$ cat config.mk
export PLATFORM = sky130hd
export DESIGN_NAME = t2co_clock_out
export DESIGN_NICKNAME = d
export VERILOG_FILES = /design/src/logic/t2co_clock_out.v /design/src/logic/t2co_tick_gen.v
export VERILOG_INCLUDE_DIRS = /design/src /design/src/logic
export SDC_FILE = /design/constraint.sdc
export NUM_CORES = 1
export LEC_CHECK = 0
export BUFFER_PORTS_ARGS = -buffer_cell sky130_fd_sc_hd__buf_2
export CAP_MARGIN = 20
export CORE_MARGIN = 4
export CORE_UTILIZATION = 35
export CTS_CLUSTER_SIZE = 12
export DETAILED_ROUTE_END_ITERATION = 6
export PLACE_DENSITY = 0.62
export SETUP_SLACK_MARGIN = 0.05
export SKIP_CTS_REPAIR_TIMING = 1
export SLEW_MARGIN = 25
export SYNTH_ARGS = -nofsm -noshare
export SYNTH_HDL_FRONTEND = slang
export SYNTH_SLANG_ARGS = --single-unit
$ cat constraint.sdc
create_clock -name clk_sys -period 2.7 [get_ports clk_sys]
set_input_delay 0.405 -clock clk_sys [delete_from_list [all_inputs] [get_ports clk_sys]]
set_output_delay 0.405 -clock clk_sys [all_outputs]
set_load 0.01 [all_outputs]
$ cat src/logic/t2co_regs.vh
`ifndef T2CO_REGS_VH
`define T2CO_REGS_VH

// ----------------------------------------
// Register offsets (chosen, 8-bit data)
// ----------------------------------------
`define T2CO_ADDR_W           4
`define T2CO_OFS_CONTROL      4'h0
`define T2CO_OFS_MODE         4'h1
`define T2CO_OFS_CNT_LOW      4'h2
`define T2CO_OFS_CNT_HIGH     4'h3
`define T2CO_OFS_RELOAD_LOW   4'h4
`define T2CO_OFS_RELOAD_HIGH  4'h5
`define T2CO_OFS_CLOCK_CTRL   4'h6
`define T2CO_OFS_STATUS       4'h7

// ----------------------------------------
// Field positions
// ----------------------------------------
`define T2CO_CTL_RUN_BIT      2
`define T2CO_CTL_CT_SEL_BIT   1
`define T2CO_CTL_FLAG_BIT     7
`define T2CO_MODE_OE_BIT      1
`define T2CO_CLK_DOUBLE_BIT   0

// ----------------------------------------
// Reset values
// ----------------------------------------
`define T2CO_RST_BYTE         8'h00
`define T2CO_RST_WORD         16'h0000

// ----------------------------------------
// Timing counts
// ----------------------------------------
`define T2CO_TICK_LAST_STD    2'h3

`endif

$ cat src/logic/t2co_clock_out.v
// The implementer's own choices: the address-and-strobe port and the register offsets.
`timescale 1ns/1ps
`include "t2co_regs.vh"

// Operation
// - Clock-out mode gives 50% duty clock
// - Count at half core oscillator, 16-bit
// - Overflow reloads counter from reload pair
// - No interrupt on overflow in clock-out
// - Output rate Fosc over 4*(65536-reload)
// - Drive clock onto shared timer pin
// - Count only while run bit set
// - Baud and clock-out share reload
// - Core oscillator per clock-doubling bit
module t2co_clock_out (
	input  wire       clk_sys,     // System clock, crystal rate
	input  wire       rst,         // Synchronous reset, high
	input  wire [3:0] reg_addr,    // Register address
	input  wire [7:0] reg_wdata,   // Write data
	input  wire       reg_wr,      // Write strobe
	input  wire       reg_rd,      // Read strobe
	input  wire       ext_count_in,// External count input pin
	output reg  [7:0] reg_rdata_q, // Read data, cycle after strobe
	output reg        pin_out_q,   // Timer pin output level
	output reg        pin_oe_q,    // Timer pin output enable
	output reg        irq_q,       // Overflow interrupt request
	output reg        baud_tick_q  // Overflow pulse to serial port
);

	// ----------------------------------------
	// Software state
	// ----------------------------------------
	reg  [7:0]  ctrl_q;
	reg  [7:0]  mode_q;
	reg  [7:0]  clkctl_q;
	reg  [15:0] count_q;
	reg  [15:0] reload_q;
	reg  [1:0]  ext_sync_q;
	reg         ext_prev_q;
	reg         flag_q;
	wire        tick;
	wire        run;
	wire        clk_out_mode;
	wire        inc;
	wire        ovf;
	wire        ext_rise;
	reg         flag_d;
	reg         wr_ctrl;
	reg         wr_mode;
	reg         wr_clkctl;
	reg         wr_cnt_lo;
	reg         wr_cnt_hi;
	reg         wr_rld_lo;
	reg         wr_rld_hi;

	assign run          = ctrl_q[`T2CO_CTL_RUN_BIT];
	assign clk_out_mode = mode_q[`T2CO_MODE_OE_BIT];
	assign ext_rise     = ext_sync_q[1] & ~ext_prev_q;

	t2co_tick_gen u_tick (
		.clk_sys               (clk_sys),
		.rst                   (rst),
		.clock_doubling_select (clkctl_q[`T2CO_CLK_DOUBLE_BIT]),
		.tick_q                (tick)
	);

	// Internal tick unless external count selected
	assign inc = run & (ctrl_q[`T2CO_CTL_CT_SEL_BIT] ? ext_rise : tick);
	assign ovf = inc & (count_q == 16'hFFFF);

	// ----------------------------------------
	// Pin input synchroniser
	// ----------------------------------------
	// An edge reaches the counter three clocks after the pin
	always @(posedge clk_sys) begin
		if (rst) begin
			ext_sync_q <= 2'h0;
			ext_prev_q <= 1'b0;
		end else begin
			ext_sync_q <= {ext_sync_q[0], ext_count_in};
			ext_prev_q <= ext_sync_q[1];
		end
	end

	// ----------------------------------------
	// Write decode
	// ----------------------------------------
	always @* begin
		wr_ctrl   = 1'b0;
		wr_mode   = 1'b0;
		wr_clkctl = 1'b0;
		wr_cnt_lo = 1'b0;
		wr_cnt_hi = 1'b0;
		wr_rld_lo = 1'b0;
		wr_rld_hi = 1'b0;
		if (reg_wr) begin
			if (reg_addr == `T2CO_OFS_CONTROL) begin
				wr_ctrl = 1'b1;
			end else if (reg_addr == `T2CO_OFS_MODE) begin
				wr_mode = 1'b1;
			end else if (reg_addr == `T2CO_OFS_CLOCK_CTRL) begin
				wr_clkctl = 1'b1;
			end else if (reg_addr == `T2CO_OFS_CNT_LOW) begin
				wr_cnt_lo = 1'b1;
			end else if (reg_addr == `T2CO_OFS_CNT_HIGH) begin
				wr_cnt_hi = 1'b1;
			end else if (reg_addr == `T2CO_OFS_RELOAD_LOW) begin
				wr_rld_lo = 1'b1;
			end else if (reg_addr == `T2CO_OFS_RELOAD_HIGH) begin
				wr_rld_hi = 1'b1;
			end
		end
	end

	// ----------------------------------------
	// Counter and registers
	// ----------------------------------------
	always @(posedge clk_sys) begin
		if (rst) begin
			ctrl_q   <= `T2CO_RST_BYTE;
			mode_q   <= `T2CO_RST_BYTE;
			clkctl_q <= `T2CO_RST_BYTE;
			count_q  <= `T2CO_RST_WORD;
			reload_q <= `T2CO_RST_WORD;
		end else begin
			if (wr_ctrl) begin
				ctrl_q <= reg_wdata;
			end else if (wr_mode) begin
				mode_q <= reg_wdata;
			end else if (wr_clkctl) begin
				clkctl_q <= reg_wdata;
			end else if (wr_rld_lo) begin
				reload_q[7:0] <= reg_wdata;
			end else if (wr_rld_hi) begin
				reload_q[15:8] <= reg_wdata;
			end
			// Counter write wins over a count in the same cycle
			if (wr_cnt_lo) begin
				count_q[7:0] <= reg_wdata;
			end else if (wr_cnt_hi) begin
				count_q[15:8] <= reg_wdata;
			end else if (ovf) begin
				count_q <= reload_q;
			end else if (inc) begin
				count_q <= count_q + 16'h0001;
			end
		end
	end

	// ----------------------------------------
	// Overflow flag next value
	// ----------------------------------------
	// Set beats clear; clock-out never sets it
	always @* begin
		flag_d = flag_q;
		if (ovf && !clk_out_mode) begin
			flag_d = 1'b1;
		end else if (wr_ctrl) begin
			flag_d = reg_wdata[`T2CO_CTL_FLAG_BIT];
		end
	end

	// ----------------------------------------
	// Output pin, overflow flag and pulses
	// ----------------------------------------
	always @(posedge clk_sys) begin
		if (rst) begin
			pin_out_q   <= 1'b0;
			pin_oe_q    <= 1'b0;
			flag_q      <= 1'b0;
			irq_q       <= 1'b0;
			baud_tick_q <= 1'b0;
		end else begin
			pin_oe_q <= clk_out_mode;
			// Two overflows per period give equal halves
			if (!clk_out_mode) begin
				pin_out_q <= 1'b0;
			end else if (ovf) begin
				pin_out_q <= ~pin_out_q;
			end
			// Overflow pulse stays live in clock-out mode
			baud_tick_q <= ovf;
			flag_q <= flag_d;
			// Request follows the flag with no extra cycle
			irq_q  <= flag_d;
		end
	end

	// ----------------------------------------
	// Read port
	// ----------------------------------------
	// Idle cycles read zero so slaves can share an OR bus
	always @(posedge clk_sys) begin
		if (rst) begin
			reg_rdata_q <= `T2CO_RST_BYTE;
		end else if (!reg_rd) begin
			reg_rdata_q <= `T2CO_RST_BYTE;
		end else if (reg_addr == `T2CO_OFS_CONTROL) begin
			reg_rdata_q <= {flag_q, ctrl_q[6:0]};
		end else if (reg_addr == `T2CO_OFS_MODE) begin
			reg_rdata_q <= mode_q;
		end else if (reg_addr == `T2CO_OFS_CNT_LOW) begin
			reg_rdata_q <= count_q[7:0];
		end else if (reg_addr == `T2CO_OFS_CNT_HIGH) begin
			reg_rdata_q <= count_q[15:8];
		end else if (reg_addr == `T2CO_OFS_RELOAD_LOW) begin
			reg_rdata_q <= reload_q[7:0];
		end else if (reg_addr == `T2CO_OFS_RELOAD_HIGH) begin
			reg_rdata_q <= reload_q[15:8];
		end else if (reg_addr == `T2CO_OFS_CLOCK_CTRL) begin
			reg_rdata_q <= clkctl_q;
		end else if (reg_addr == `T2CO_OFS_STATUS) begin
			reg_rdata_q <= {6'h00, pin_oe_q, pin_out_q};
		end else begin
			reg_rdata_q <= `T2CO_RST_BYTE;
		end
	end

endmodule

$ cat src/logic/t2co_tick_gen.v
`timescale 1ns/1ps
`include "t2co_regs.vh"

// ----------------------------------------
// Counting tick: one pulse per two core
// oscillator periods; the core oscillator is
// the system clock halved unless doubling is on
// ----------------------------------------
module t2co_tick_gen (
	input  wire clk_sys,               // System clock (crystal rate)
	input  wire rst,                   // Synchronous reset
	input  wire clock_doubling_select, // Clock-doubling select
	output reg  tick_q                 // One-cycle count tick
);

	reg [1:0] div_q;
	reg [1:0] div_d;
	wire      wrap;

	// Period 2 with doubling, 4 without
	assign wrap = clock_doubling_select ? (div_q[0] == 1'b1) :
		(div_q == `T2CO_TICK_LAST_STD);

	always @* begin
		div_d = wrap ? 2'h0 : div_q + 2'h1;
	end

	always @(posedge clk_sys) begin
		if (rst) begin
			div_q  <= 2'h0;
			tick_q <= 1'b0;
		end else begin
			div_q  <= div_d;
			tick_q <= wrap;
		end
	end

endmodule
Yosys cells after proc, flatten, opt, wreduce, memory -nomap -nowiden
Cells that the tools add are included.
- register bits: 73
- output and inout port bits: 12
- input bits: 17
- multiplexer cells: 52
- equal/unequal tests: 10
- add/subtract/negate cells: 2
- reduce and logical (&&, ||, !) cells: 15
- bitwise logic cells: 12
- operators with widths (kind ; count):
    $mux W8 ; 10
    $mux W1 ; 39
    $mux W16 ; 2
    $add A16 B1 Y16 const B ; 1
    $eq A16 B16 Y1 const B ; 1
    $eq A4 B3 Y1 const B ; 4
    $not A1 Y1 ; 9
    $eq A4 B2 Y1 const B ; 2
    $reduce_and A2 Y1 ; 3
    $reduce_bool A3 Y1 ; 2
    $reduce_or A2 Y1 ; 3
    $reduce_and A5 Y1 ; 1
    $eq A4 B1 Y1 const B ; 1
    $logic_not A4 Y1 ; 1
    $reduce_and A4 Y1 ; 1
    $and A1 B1 Y1 ; 3
    $reduce_and A3 Y1 ; 1
    $add A2 B1 Y2 const B ; 1
    $eq A2 B2 Y1 const B ; 1
    $mux W2 ; 1
    $ne A2 B2 Y1 const B ; 1
    $reduce_bool A2 Y1 ; 1
    $logic_and A1 B1 Y1 ; 1
    $logic_not A1 Y1 ; 1

Logic depth before layout (Yosys ltp)
Gate-level depths: netlist (run 1).
- depth in word-level cells: 10
- mapped depth: 7
- depth with buffers taken out: 6

Hierarchy
Synthesis (run 1) repeated with hierarchy kept, for this count alone.
- cell total of the unflattened synthesis: 437
- area, all modules: 3772.4 µm²
- by module, submodules not included (module ; cells each ; area each (µm²) ; sequential area each (µm²) ; instances):
    t2co_clock_out ; 428 ; 3666.0 ; 1401.3 ; 1
    t2co_tick_gen ; 9 ; 106.4 ; 60.1 ; 1

Worst setup path after synthesis (run 1)
No wires, ideal clock.
- path type: flip-flop to flip-flop
- start point: register count_q[0]
- end point: register count_q[1]
- period minus slack after synthesis: 2.236 ns
- cell stages (with the launch flop): 7
- arrival: 2.118 ns
- library setup time: 0.117 ns
- path slack: 0.464 ns
- data required time: 2.583 ns
- path buffers: 0
- cells stage by stage: dfxtp_1 > ha_1 > nand2_1 > or4b_4 > or2_4 > or3_1 > a32o_1
- cells in the longest elaborated chain, start to end: 5
- ends and longest elaborated chain (element ; RTL line ; RTL):
    from (decl) ; t2co_clock_out.v:36 ; reg [15:0] count_q;
    from (signal assigned) ; t2co_clock_out.v:123 ; count_q <= `T2CO_RST_WORD;
    from (signal assigned) ; t2co_clock_out.v:139 ; count_q[7:0] <= reg_wdata;
    from (signal assigned) ; t2co_clock_out.v:143 ; count_q <= reload_q;
    $add A16 B1 Y16 / $eq A16 B16 Y1 (equally long branches) ; t2co_clock_out.v:145, t2co_clock_out.v:69 ;
    $mux W16 / $and A1 B1 Y1 (equally long branches) ; t2co_clock_out.v:144, t2co_clock_out.v:69 ;
    $mux W16 ; t2co_clock_out.v:142 ; end else if (ovf) begin
    $mux W8 ; t2co_clock_out.v:140 ; end else if (wr_cnt_hi) begin
    $mux W8 ; t2co_clock_out.v:138 ; if (wr_cnt_lo) begin
Parallel ways exist; a longest one is shown, timed or not. The select of a mux whose other input is x is not followed.
A chain may end at the register's enable or synchronous reset.

Worst setup path after layout (run 1)
- start point: register count_q[1]
- end point: register count_q[7]
Same word-level chain as after synthesis.

==> flow_summary.ini, run 1 <==
[yosys]
synth.distinct_cells = 49
syn_inst = 413
syn-num-nets = 432
synth_top_flop_cell = dfxtp_1
async_reset_ff_frac = 0
synth_top_cells_by_area = dfxtp_1 40%, mux2i_1 14%, nor2_1 6.2%
avgSynthCellArea_um2 = 8.795
synth_edf_count = 0
synth_warnings = 0
synth_most_common_cell = dfxtp_1
yosysTopAreaCell = dfxtp_1
synth_top_area_share = 0.4023
syn_area_um2 = 3632
synth-seq-cells = 73
yosysSeqAreaShare = 0.4023
synth_common_cells = 73 x dfxtp_1, 60 x nor2_1, 50 x mux2i_1, 26 x nand2_1, 24 x o21ai_0

[worst_setup_path]
cp.arrival_ps = 2630
r2r-start = count_q[1]
criticalPathCategory = reg -> reg
rr_endpoint = count_q[7]
path_max_fanout = 12
critPathLaunch = count_q[1]
endpoint = count_q[7]
crit_required_ps = 2970
cp.depth = 7
r2r_cells = 7
start_kind = flip-flop
path_delay_family = simple AND/OR/NAND/NOR gates
cp_num_buf_inv = 1
ff2ff_setup_slack_ps = 350
cp-end-kind = flip-flop
cp_slowest_stage_delay_ps = 570
slowest_stage = or4b_4
crit_chain = ha_1 -> nand2_1 -> or4b_4 -> or2_4 -> buf_4 -> a211o_1 -> a31oi_1

[detailed_routing]
routed_wl_um = 11180
final_antenna_net_count = 0
via_count = 3310
wl_per_cell_um = 19.24
first_iter_violations = 330
firstDrtPassIters = 6
via_per_inst = 5.697
drc = 0
drt-met1-wl_um = 5116
met2_wirelength_um = 4824
dr_wl_met3_um = 937
highest_layer = met4

[placed_design]
placedCellCount = 566
gp_congestion = 0.9550
dpl.hpwl_um = 8163
io_buffers = 28
place_ws_ps = 386.9
dpl_cell_area_um2 = 3969

[sta]
rsz0062_at_grt = false
clock_skew_ps = 8.182
tns_ps = 0
setup_viol = 0
setup_ws_ps = 346.8
slew_headroom = 0.5423
tightest_slew_ps = 686.6
whs_ps = 274.2
hold_viol_final = 0
finalCriticalPeriod_ps = 2353
slew_violations = 0
fmax_ghz = 0.4250
finalCritPeriodShare = 0.8716

[layout]
antennaDiodeCount = 0
areaGrowthSynthToFinish_pct = 15.02
drive_gt1_frac = 0.1563
final_area_um2 = 4178
fillCellCount = 1030
multi_input_area_um2 = 2054
seqCellArea_um2 = 1461
layout.cells.non_filler = 581
final_nets = 463

[grt]
first_global_vias = 3088
grt_max_degree = 33
grt_overflow = 0
gr-usage-all-layers = 0.1947
grt_pass1_wl_um = 17680
antenna_found_initial = 0

[floorplanning]
start_util = 0.3649
coreArea_um2 = 9955
rows = 36
die-area_um2 = 12070
fp.dieW_um = 109.9
pin_count = 29
die_h_um = 109.9

[run_status]
status = finished clean

[clocking]
numCtsBuffers = 9
clk_latency_ps = 350
cts_buffer_depth = 2
h-tree-depth = 3
cts_root_buf = clkbuf_8
cts_tree = done
cts_sinks = 73
clk_pin_slew_worst_paths_ps = 80

[hold_path]
min_path_type = in -> reg

[pwr]
leakagePower_nw = 1.774
peakVddDrop_mv = 0.3041
p_per_area_nw_per_um2 = 531.7

[run]
maxCapViolations = 0
power by group:
| part | leakage, nW | internal, W | switching [W] |
|---|---|---|---|
| registers | 0.590 | 0.00109 | 0.0000166 |
| logic | 1.08 | 0.0000586 | 0.000102 |
| clock network | 0.102 | 0.000516 | 0.000433 |
through the flow:
step                      utilization  power, W
after global routing           0.4197  0.002283
after global placement         0.3987  0.001294
after floorplan                     -  0.001227
after CTS                      0.4197  0.002223
final                          0.4197  0.002221
after detailed placement       0.3987  0.001296
worst min path at each step:
stage                             start             to  slack [ps]  cells after the start
final                      ext_count_in  ext_sync_q[0]         270                      2
after global routing       ext_count_in  ext_sync_q[0]         280                      2
after CTS                  ext_count_in  ext_sync_q[0]         270                      2
after detailed placement  ext_sync_q[0]  ext_sync_q[1]         430                      1
after global placement    ext_sync_q[0]  ext_sync_q[1]         420                      1
after floorplan           ext_sync_q[0]  ext_sync_q[1]         410                      1
kinds of logic (layout without fill, tap and decap cells):
logic type | after synthesis | in the layout | synth area share
AO/OA/AOI/OAI | 85 | 85 | 0.1640
XOR/XNOR | 13 | 13 | 0.03135
adder cells (fa/ha/maj) | 2 | 2 | 0.006888
buffers and inverters | 30 | 65 | 0.03203
flip-flops | 73 | 73 | 0.4023
multiplexers | 54 | 54 | 0.1533
AND/OR/NAND/NOR | 156 | 156 | 0.2101
layer usage:
layer,up-vias,GRT usage
met2,146,0.2946
met1,1572,0.2698
met3,27,0.04756
li1,1565,-
met5,-,0
met4,0,0.06589
flip-flops by register name, summed over array words and instances (netlist names), 2 cells and up:
| signal | count |
|---|---|
| clkctl_q | 8 |
| ext_sync_q | 2 |
| u_tick.div_q | 2 |
| count_q | 16 |
| mode_q | 8 |
| reg_rdata_q | 8 |
| reload_q | 16 |
| ctrl_q | 7 |
placed cells by master, fill, tap and decap left out, drive strengths merged, types with 4 or more instances in the layout:
| master | netlist | final |
|---|---|---|
| o221ai | 6 | 6 |
| buf | 7 | 45 |
| xor2 | 5 | 5 |
| nor2b | 14 | 14 |
| a21oi | 13 | 13 |
| mux2i | 50 | 50 |
| xnor2 | 8 | 8 |
| nor2 | 60 | 60 |
| a32o | 5 | 5 |
| nand4 | 7 | 7 |
| nand2 | 26 | 26 |
| a211o | 5 | 5 |
| a22oi | 7 | 7 |
| and3 | 7 | 7 |
| nor3 | 7 | 7 |
| nand3 | 15 | 15 |
| inv | 5 | 5 |
| o21ai | 24 | 24 |
| dfxtp | 73 | 73 |
| a31oi | 4 | 4 |
| clkbuf | 18 | 10 |
worst register-to-register path: cells and delay by family, from the launching register on:
kind,cells,cell delay [ps]
AND/OR/NAND/NOR,3,950
AO/OA/AOI/OAI,2,440
flip-flops,1,440
adder cells (fa/ha/maj),1,250
buffers and inverters,1,200
final cells by class:
class / instances / share of cell area
clock buffer: 10 / 0.03055
clock inverter: 5 / 0.01947
tap: 133 / 0.03983
sequential: 73 / 0.3498
multi-input combinational: 310 / 0.4918
timing repair buffer: 45 / 0.06409
inverter: 5 / 0.004492
(Power assumes the default switching activity.)
==> run 2, diff against run 1 <==
CORE_MARGIN = 1.5   (was 4)
==> flow_summary.ini, run 2 (synthesis gave the netlist of run 1 again) <==
[pwr]
peakVddDrop_mv = 0.3072
leakagePower_nw = 1.774
p_per_area_nw_per_um2 = 522.7

[sta]
whs_ps = 257.5
clock_skew_ps = 17.26
fmax_ghz = 0.4057
slew_headroom = 0.5299
finalCriticalPeriod_ps = 2465
setup_viol = 0
rsz0062_at_grt = false
tightest_slew_ps = 703.2
hold_viol_final = 0
finalCritPeriodShare = 0.9128
tns_ps = 0
slew_violations = 0

[clocking]
h-tree-depth = 3
clk_pin_slew_worst_paths_ps = 90
cts_tree = done
numCtsBuffers = 9
clk_latency_ps = 370
cts_root_buf = clkbuf_8
cts_buffer_depth = 2
cts_sinks = 73

[worst_setup_path]
cp-end-kind = flip-flop
cp.arrival_ps = 2740
critPathLaunch = count_q[1]
endpoint = count_q[1]
crit_chain = ha_1 -> nand2_1 -> or4b_4 -> or2_4 -> or3_1 -> a32o_1
criticalPathCategory = reg -> reg
path_max_fanout = 13
crit_required_ps = 2980
ff2ff_setup_slack_ps = 240
rr_endpoint = count_q[1]
r2r_cells = 6
r2r-start = count_q[1]
slowest_stage = or4b_4
start_kind = flip-flop
cp_slowest_stage_delay_ps = 560

[detailed_routing]
wl_per_cell_um = 19.42
via_count = 3333
first_iter_violations = 288
via_per_inst = 5.688
drc = 0
final_antenna_net_count = 0
routed_wl_um = 11380
firstDrtPassIters = 4

[grt]
grt_max_degree = 40
gr-usage-all-layers = 0.2186
grt_overflow = 0
grt_pass1_wl_um = 18310
first_global_vias = 3278
antenna_found_initial = 0

[floorplanning]
pin_count = 29
coreArea_um2 = 10180
start_util = 0.3566
die-area_um2 = 11000
rows = 37
fp.dieW_um = 104.9
die_h_um = 104.9

[layout]
drive_gt1_frac = 0.1622
areaGrowthSynthToFinish_pct = 15.19
layout.cells.non_filler = 586
final_area_um2 = 4184
antennaDiodeCount = 0
fillCellCount = 1029
final_common_cell = dfxtp_1
final_cell_mix = 73 x dfxtp_1, 60 x nor2_1, 50 x mux2i_1, 28 x buf_2, 26 x nand2_1
final_nets = 464
top_regs = count_q: 16 flops, reload_q: 16 flops
postLayoutCoreUtil = 0.4108

[hold_path]
min_path_type = in -> reg
whs_path_depth = 2

[placed_design]
dpl.hpwl_um = 8044
io_buffers = 28
dpl_cell_area_um2 = 3980
gp_congestion = 0.9614
placedCellCount = 570

[run_status]
status = finished clean

[run]
maxCapViolations = 0
[run 2: routing by layer]
metal | track usage | vias to the layer above | wire [um] | share of wire
li1 | - | 1567 | - | -
met3 | 0.06176 | 34 | 753 | 0.066
met5 | 0 | - | 0 | 0
met2 | 0.3249 | 130 | 5042 | 0.44
met4 | 0.09491 | 0 | 401 | 0.035
met1 | 0.2948 | 1602 | 5183 | 0.46
[run 2: worst max-delay path: cells and delay by family (launching register included)]
family / cells / cell delay (ps)
simple gates: 4 / 1400
fa+ha+maj: 1 / 260
compound gates: 1 / 260
flops: 1 / 440
[run 2: cell type report]
cell class,count,area [um^2],share of cell area
Timing Repair Buffer,46,275.3,0.06579
Clock inverter,6,66.31,0.01585
Multi-Input combinational cell,310,2054,0.4910
Tap cell,136,170.2,0.04067
Clock buffer,10,137.6,0.03289
Sequential cell,73,1461,0.3493
Inverter,5,18.77,0.004486
[run 2: worst min path at each step]
stage                  startpoint            end
finish               ext_count_in  ext_sync_q[0]
global route         ext_count_in  ext_sync_q[0]
CTS                  ext_count_in  ext_sync_q[0]
detailed placement  ext_sync_q[0]  ext_sync_q[1]
global placement    ext_sync_q[0]  ext_sync_q[1]
floorplan           ext_sync_q[0]  ext_sync_q[1]
[run 2: metrics by stage]
| stage | total power, W | setup WS (ps) |
|---|---|---|
| after global placement | 0.001296 | 282.7 |
| after global routing | 0.002266 | 103.4 |
| after floorplan | 0.001227 | 464.1 |
| final | 0.002187 | 235.4 |
| after CTS | 0.002193 | 243.7 |
| after detailed placement | 0.001299 | 259.1 |
[run 2: power by group]
group | internal [W] | switching, W | leakage, nW
combinational | 0.0000597 | 0.000108 | 1.09
clock | 0.000453 | 0.000456 | 0.0949
sequential | 0.00109 | 0.0000149 | 0.590
total | 0.00161 | 0.000579 | 1.77
==> run 3, diff against run 2 <==
ABC_AREA = 1   (was not set)
CTS_CLUSTER_SIZE = 10   (was 12)
TNS_END_PERCENT = 30   (was not set)
==> flow_summary.ini, run 3 <==
[sta]
tns_ps = 0
setup_viol = 0
finalCritPeriodShare = 0.6930
slew_headroom = 0.4749
tightest_slew_ps = 781.8
whs_ps = 249.0
rsz0062_at_grt = false
hold_viol_final = 0
setup_ws_ps = 829.0
clock_skew_ps = 10.45
fmax_ghz = 0.5345
finalCriticalPeriod_ps = 1871
slew_violations = 0

[run_status]
status = complete, but fails checks
failed_checks = DRC

[layout]
fillCellCount = 1134
final_common_cell = nand2_1
areaGrowthSynthToFinish_pct = 13.20
antennaDiodeCount = 0
final_cell_mix = 114 x nand2_1, 73 x inv_1, 73 x dfxtp_1, 71 x a21oi_1, 59 x nor2_1
top_regs = count_q: 16 flops, reload_q: 16 flops
drive_gt1_frac = 0.1237
final_nets = 604
layout.cells.non_filler = 726
postLayoutCoreUtil = 0.4122

[yosys]
synth_top_cells_by_area = dfxtp_1 38%, nand2_1 11%, a21oi_1 9.3%
syn-num-nets = 578
synth_common_cells = 114 x nand2_1, 73 x dfxtp_1, 73 x inv_1, 71 x a21oi_1, 59 x nor2_1
yosysTopAreaCell = dfxtp_1
synth_warnings = 0
synth_edf_count = 0
synth-seq-cells = 73
yosysSeqAreaShare = 0.3836
synth.distinct_cells = 36
synth_top_area_share = 0.3836
syn_area_um2 = 3810
synth_top_flop_cell = dfxtp_1
syn_inst = 559
synth_most_common_cell = nand2_1
avgSynthCellArea_um2 = 6.816
async_reset_ff_frac = 0

[clocking]
cts_root_buf = clkbuf_8
h-tree-depth = 3
clk_latency_ps = 350
cts_tree = done
cts_buffer_depth = 2
numCtsBuffers = 9
cts_sinks = 73
clk_pin_slew_worst_paths_ps = 80

[worst_setup_path]
crit_top_cell = nand2_1
criticalPathCategory = reg -> reg
cp.arrival_ps = 2120
ff2ff_setup_slack_ps = 830
cp_slowest_stage_delay_ps = 420
start_kind = flip-flop
path_max_fanout = 11
crit_required_ps = 2950
crit_chain = ha_1 -> nand3_2 -> nor2_4 -> nand2_4 -> nor2_8 -> nand2_2 -> nand2_1 -> nand2_1 -> nand2_1 -> nand3_1 -> nand2_1 -> inv_1
slowest_stage = dfxtp_1
cp-end-kind = flip-flop
path_delay_family = simple AND/OR/NAND/NOR gates
cp_num_buf_inv = 1

[grt]
grt_max_degree = 39
first_global_vias = 3395
grt_use_met3 = 0.04964
grt_most_used_layer = met2
grt_util_met2 = 0.3262
met1_usage = 0.2814
grt_pass1_wl_um = 18260
grt_overflow = 0
antenna_found_initial = 0
gr-usage-all-layers = 0.2108

[detailed_routing]
firstDrtPassIters = 7
final_antenna_net_count = 0
wl_per_cell_um = 15.94
via_per_inst = 5.176
via_count = 3758
routed_wl_um = 11570
first_iter_violations = 287
drc = 1

[run]
maxCapViolations = 0

[placed_design]
gp_congestion = 0.8998
io_buffers = 28
dpl.hpwl_um = 8423
place_ws_ps = 592.7
placedCellCount = 710

[floorplanning]
coreArea_um2 = 10460
rows = 37
pin_count = 29
die-area_um2 = 11520
fp.dieW_um = 107.3
die_h_um = 107.3
start_util = 0.3641

[pwr]
p_per_area_nw_per_um2 = 553.9
peakVddDrop_mv = 0.2239
leakagePower_nw = 1.876

[hold_path]
min_path_type = in -> reg
==> run 3: cell count changes after synthesis, moves of 7 or more <==
cell / change
inv_1: +68
mux2i_1: -49
nand3_1: +21
a22oi_1: -7
nor2b_1: -14
o21ai_1: +9
nand2_1: +88
clkbuf_1: -10
o21ai_0: +23
a21oi_1: +58
and3_1: -7
==> run 3: per-layer routing <==
layer | share of wire | wire (um)
met2 | 0.45 | 5210
met5 | 0 | 0
met3 | 0.089 | 1028
met4 | 0.022 | 251
met1 | 0.44 | 5082
==> run 3: final cells by class <==
cell class | count | area, um^2 | share of cell area
Inverter | 80 | 306.5 | 0.07108
Clock inverter | 4 | 98.84 | 0.02292
Tap cell | 136 | 170.2 | 0.03945
Multi-Input combinational cell | 390 | 1958 | 0.4540
Sequential cell | 73 | 1461 | 0.3388
Timing Repair Buffer | 31 | 162.7 | 0.03771
Clock buffer | 12 | 155.1 | 0.03597
==> run 3: path summary, 6_finish.rpt <==
path | startpoint | cells after the start | endpoint
min reg2reg | ext_sync_q[0] | 2 | ext_sync_q[1]
max | count_q[0] | 12 | count_q[5]
min | ext_count_in | 3 | ext_sync_q[0]
max reg2reg | count_q[0] | 12 | count_q[5]
==> run 3: report_power, final <==
part / internal (W) / switching, W
combinational: 0.0000496 / 0.000124
clock: 0.000667 / 0.000429
sequential: 0.00110 / 0.0000186
total: 0.00182 / 0.000572
==> run 3: through the flow <==
stage,cell area (um^2),power (W)
finish,4313,0.002389
detailed placement,4059,0.001315
global route,4313,0.002485
CTS,4313,0.002402
floorplan,3810,0.001242
global placement,4059,0.001311
==> run 3: logic make-up after synthesis <==
| family | count (synthesis) | synth area share |
|---|---|---|
| and+or+nand+nor | 241 | 0.2956 |
| AOI/OAI and AO/OA | 138 | 0.1908 |
| buffers and inverters | 96 | 0.1025 |
| DFF | 73 | 0.3836 |
| xor gates and xnor gates | 8 | 0.01839 |
| adders and majority gates | 2 | 0.006567 |
| muxes | 1 | 0.002627 |
==> run 3: worst register-to-register path, delay by kind of cell (launching register included) <==
family                   cells  cell delay, ps
AND/OR/NAND/NOR             10            1070
buffers and inverters        1              30
adder cells (fa/ha/maj)      1             250
flip-flops                   1             420
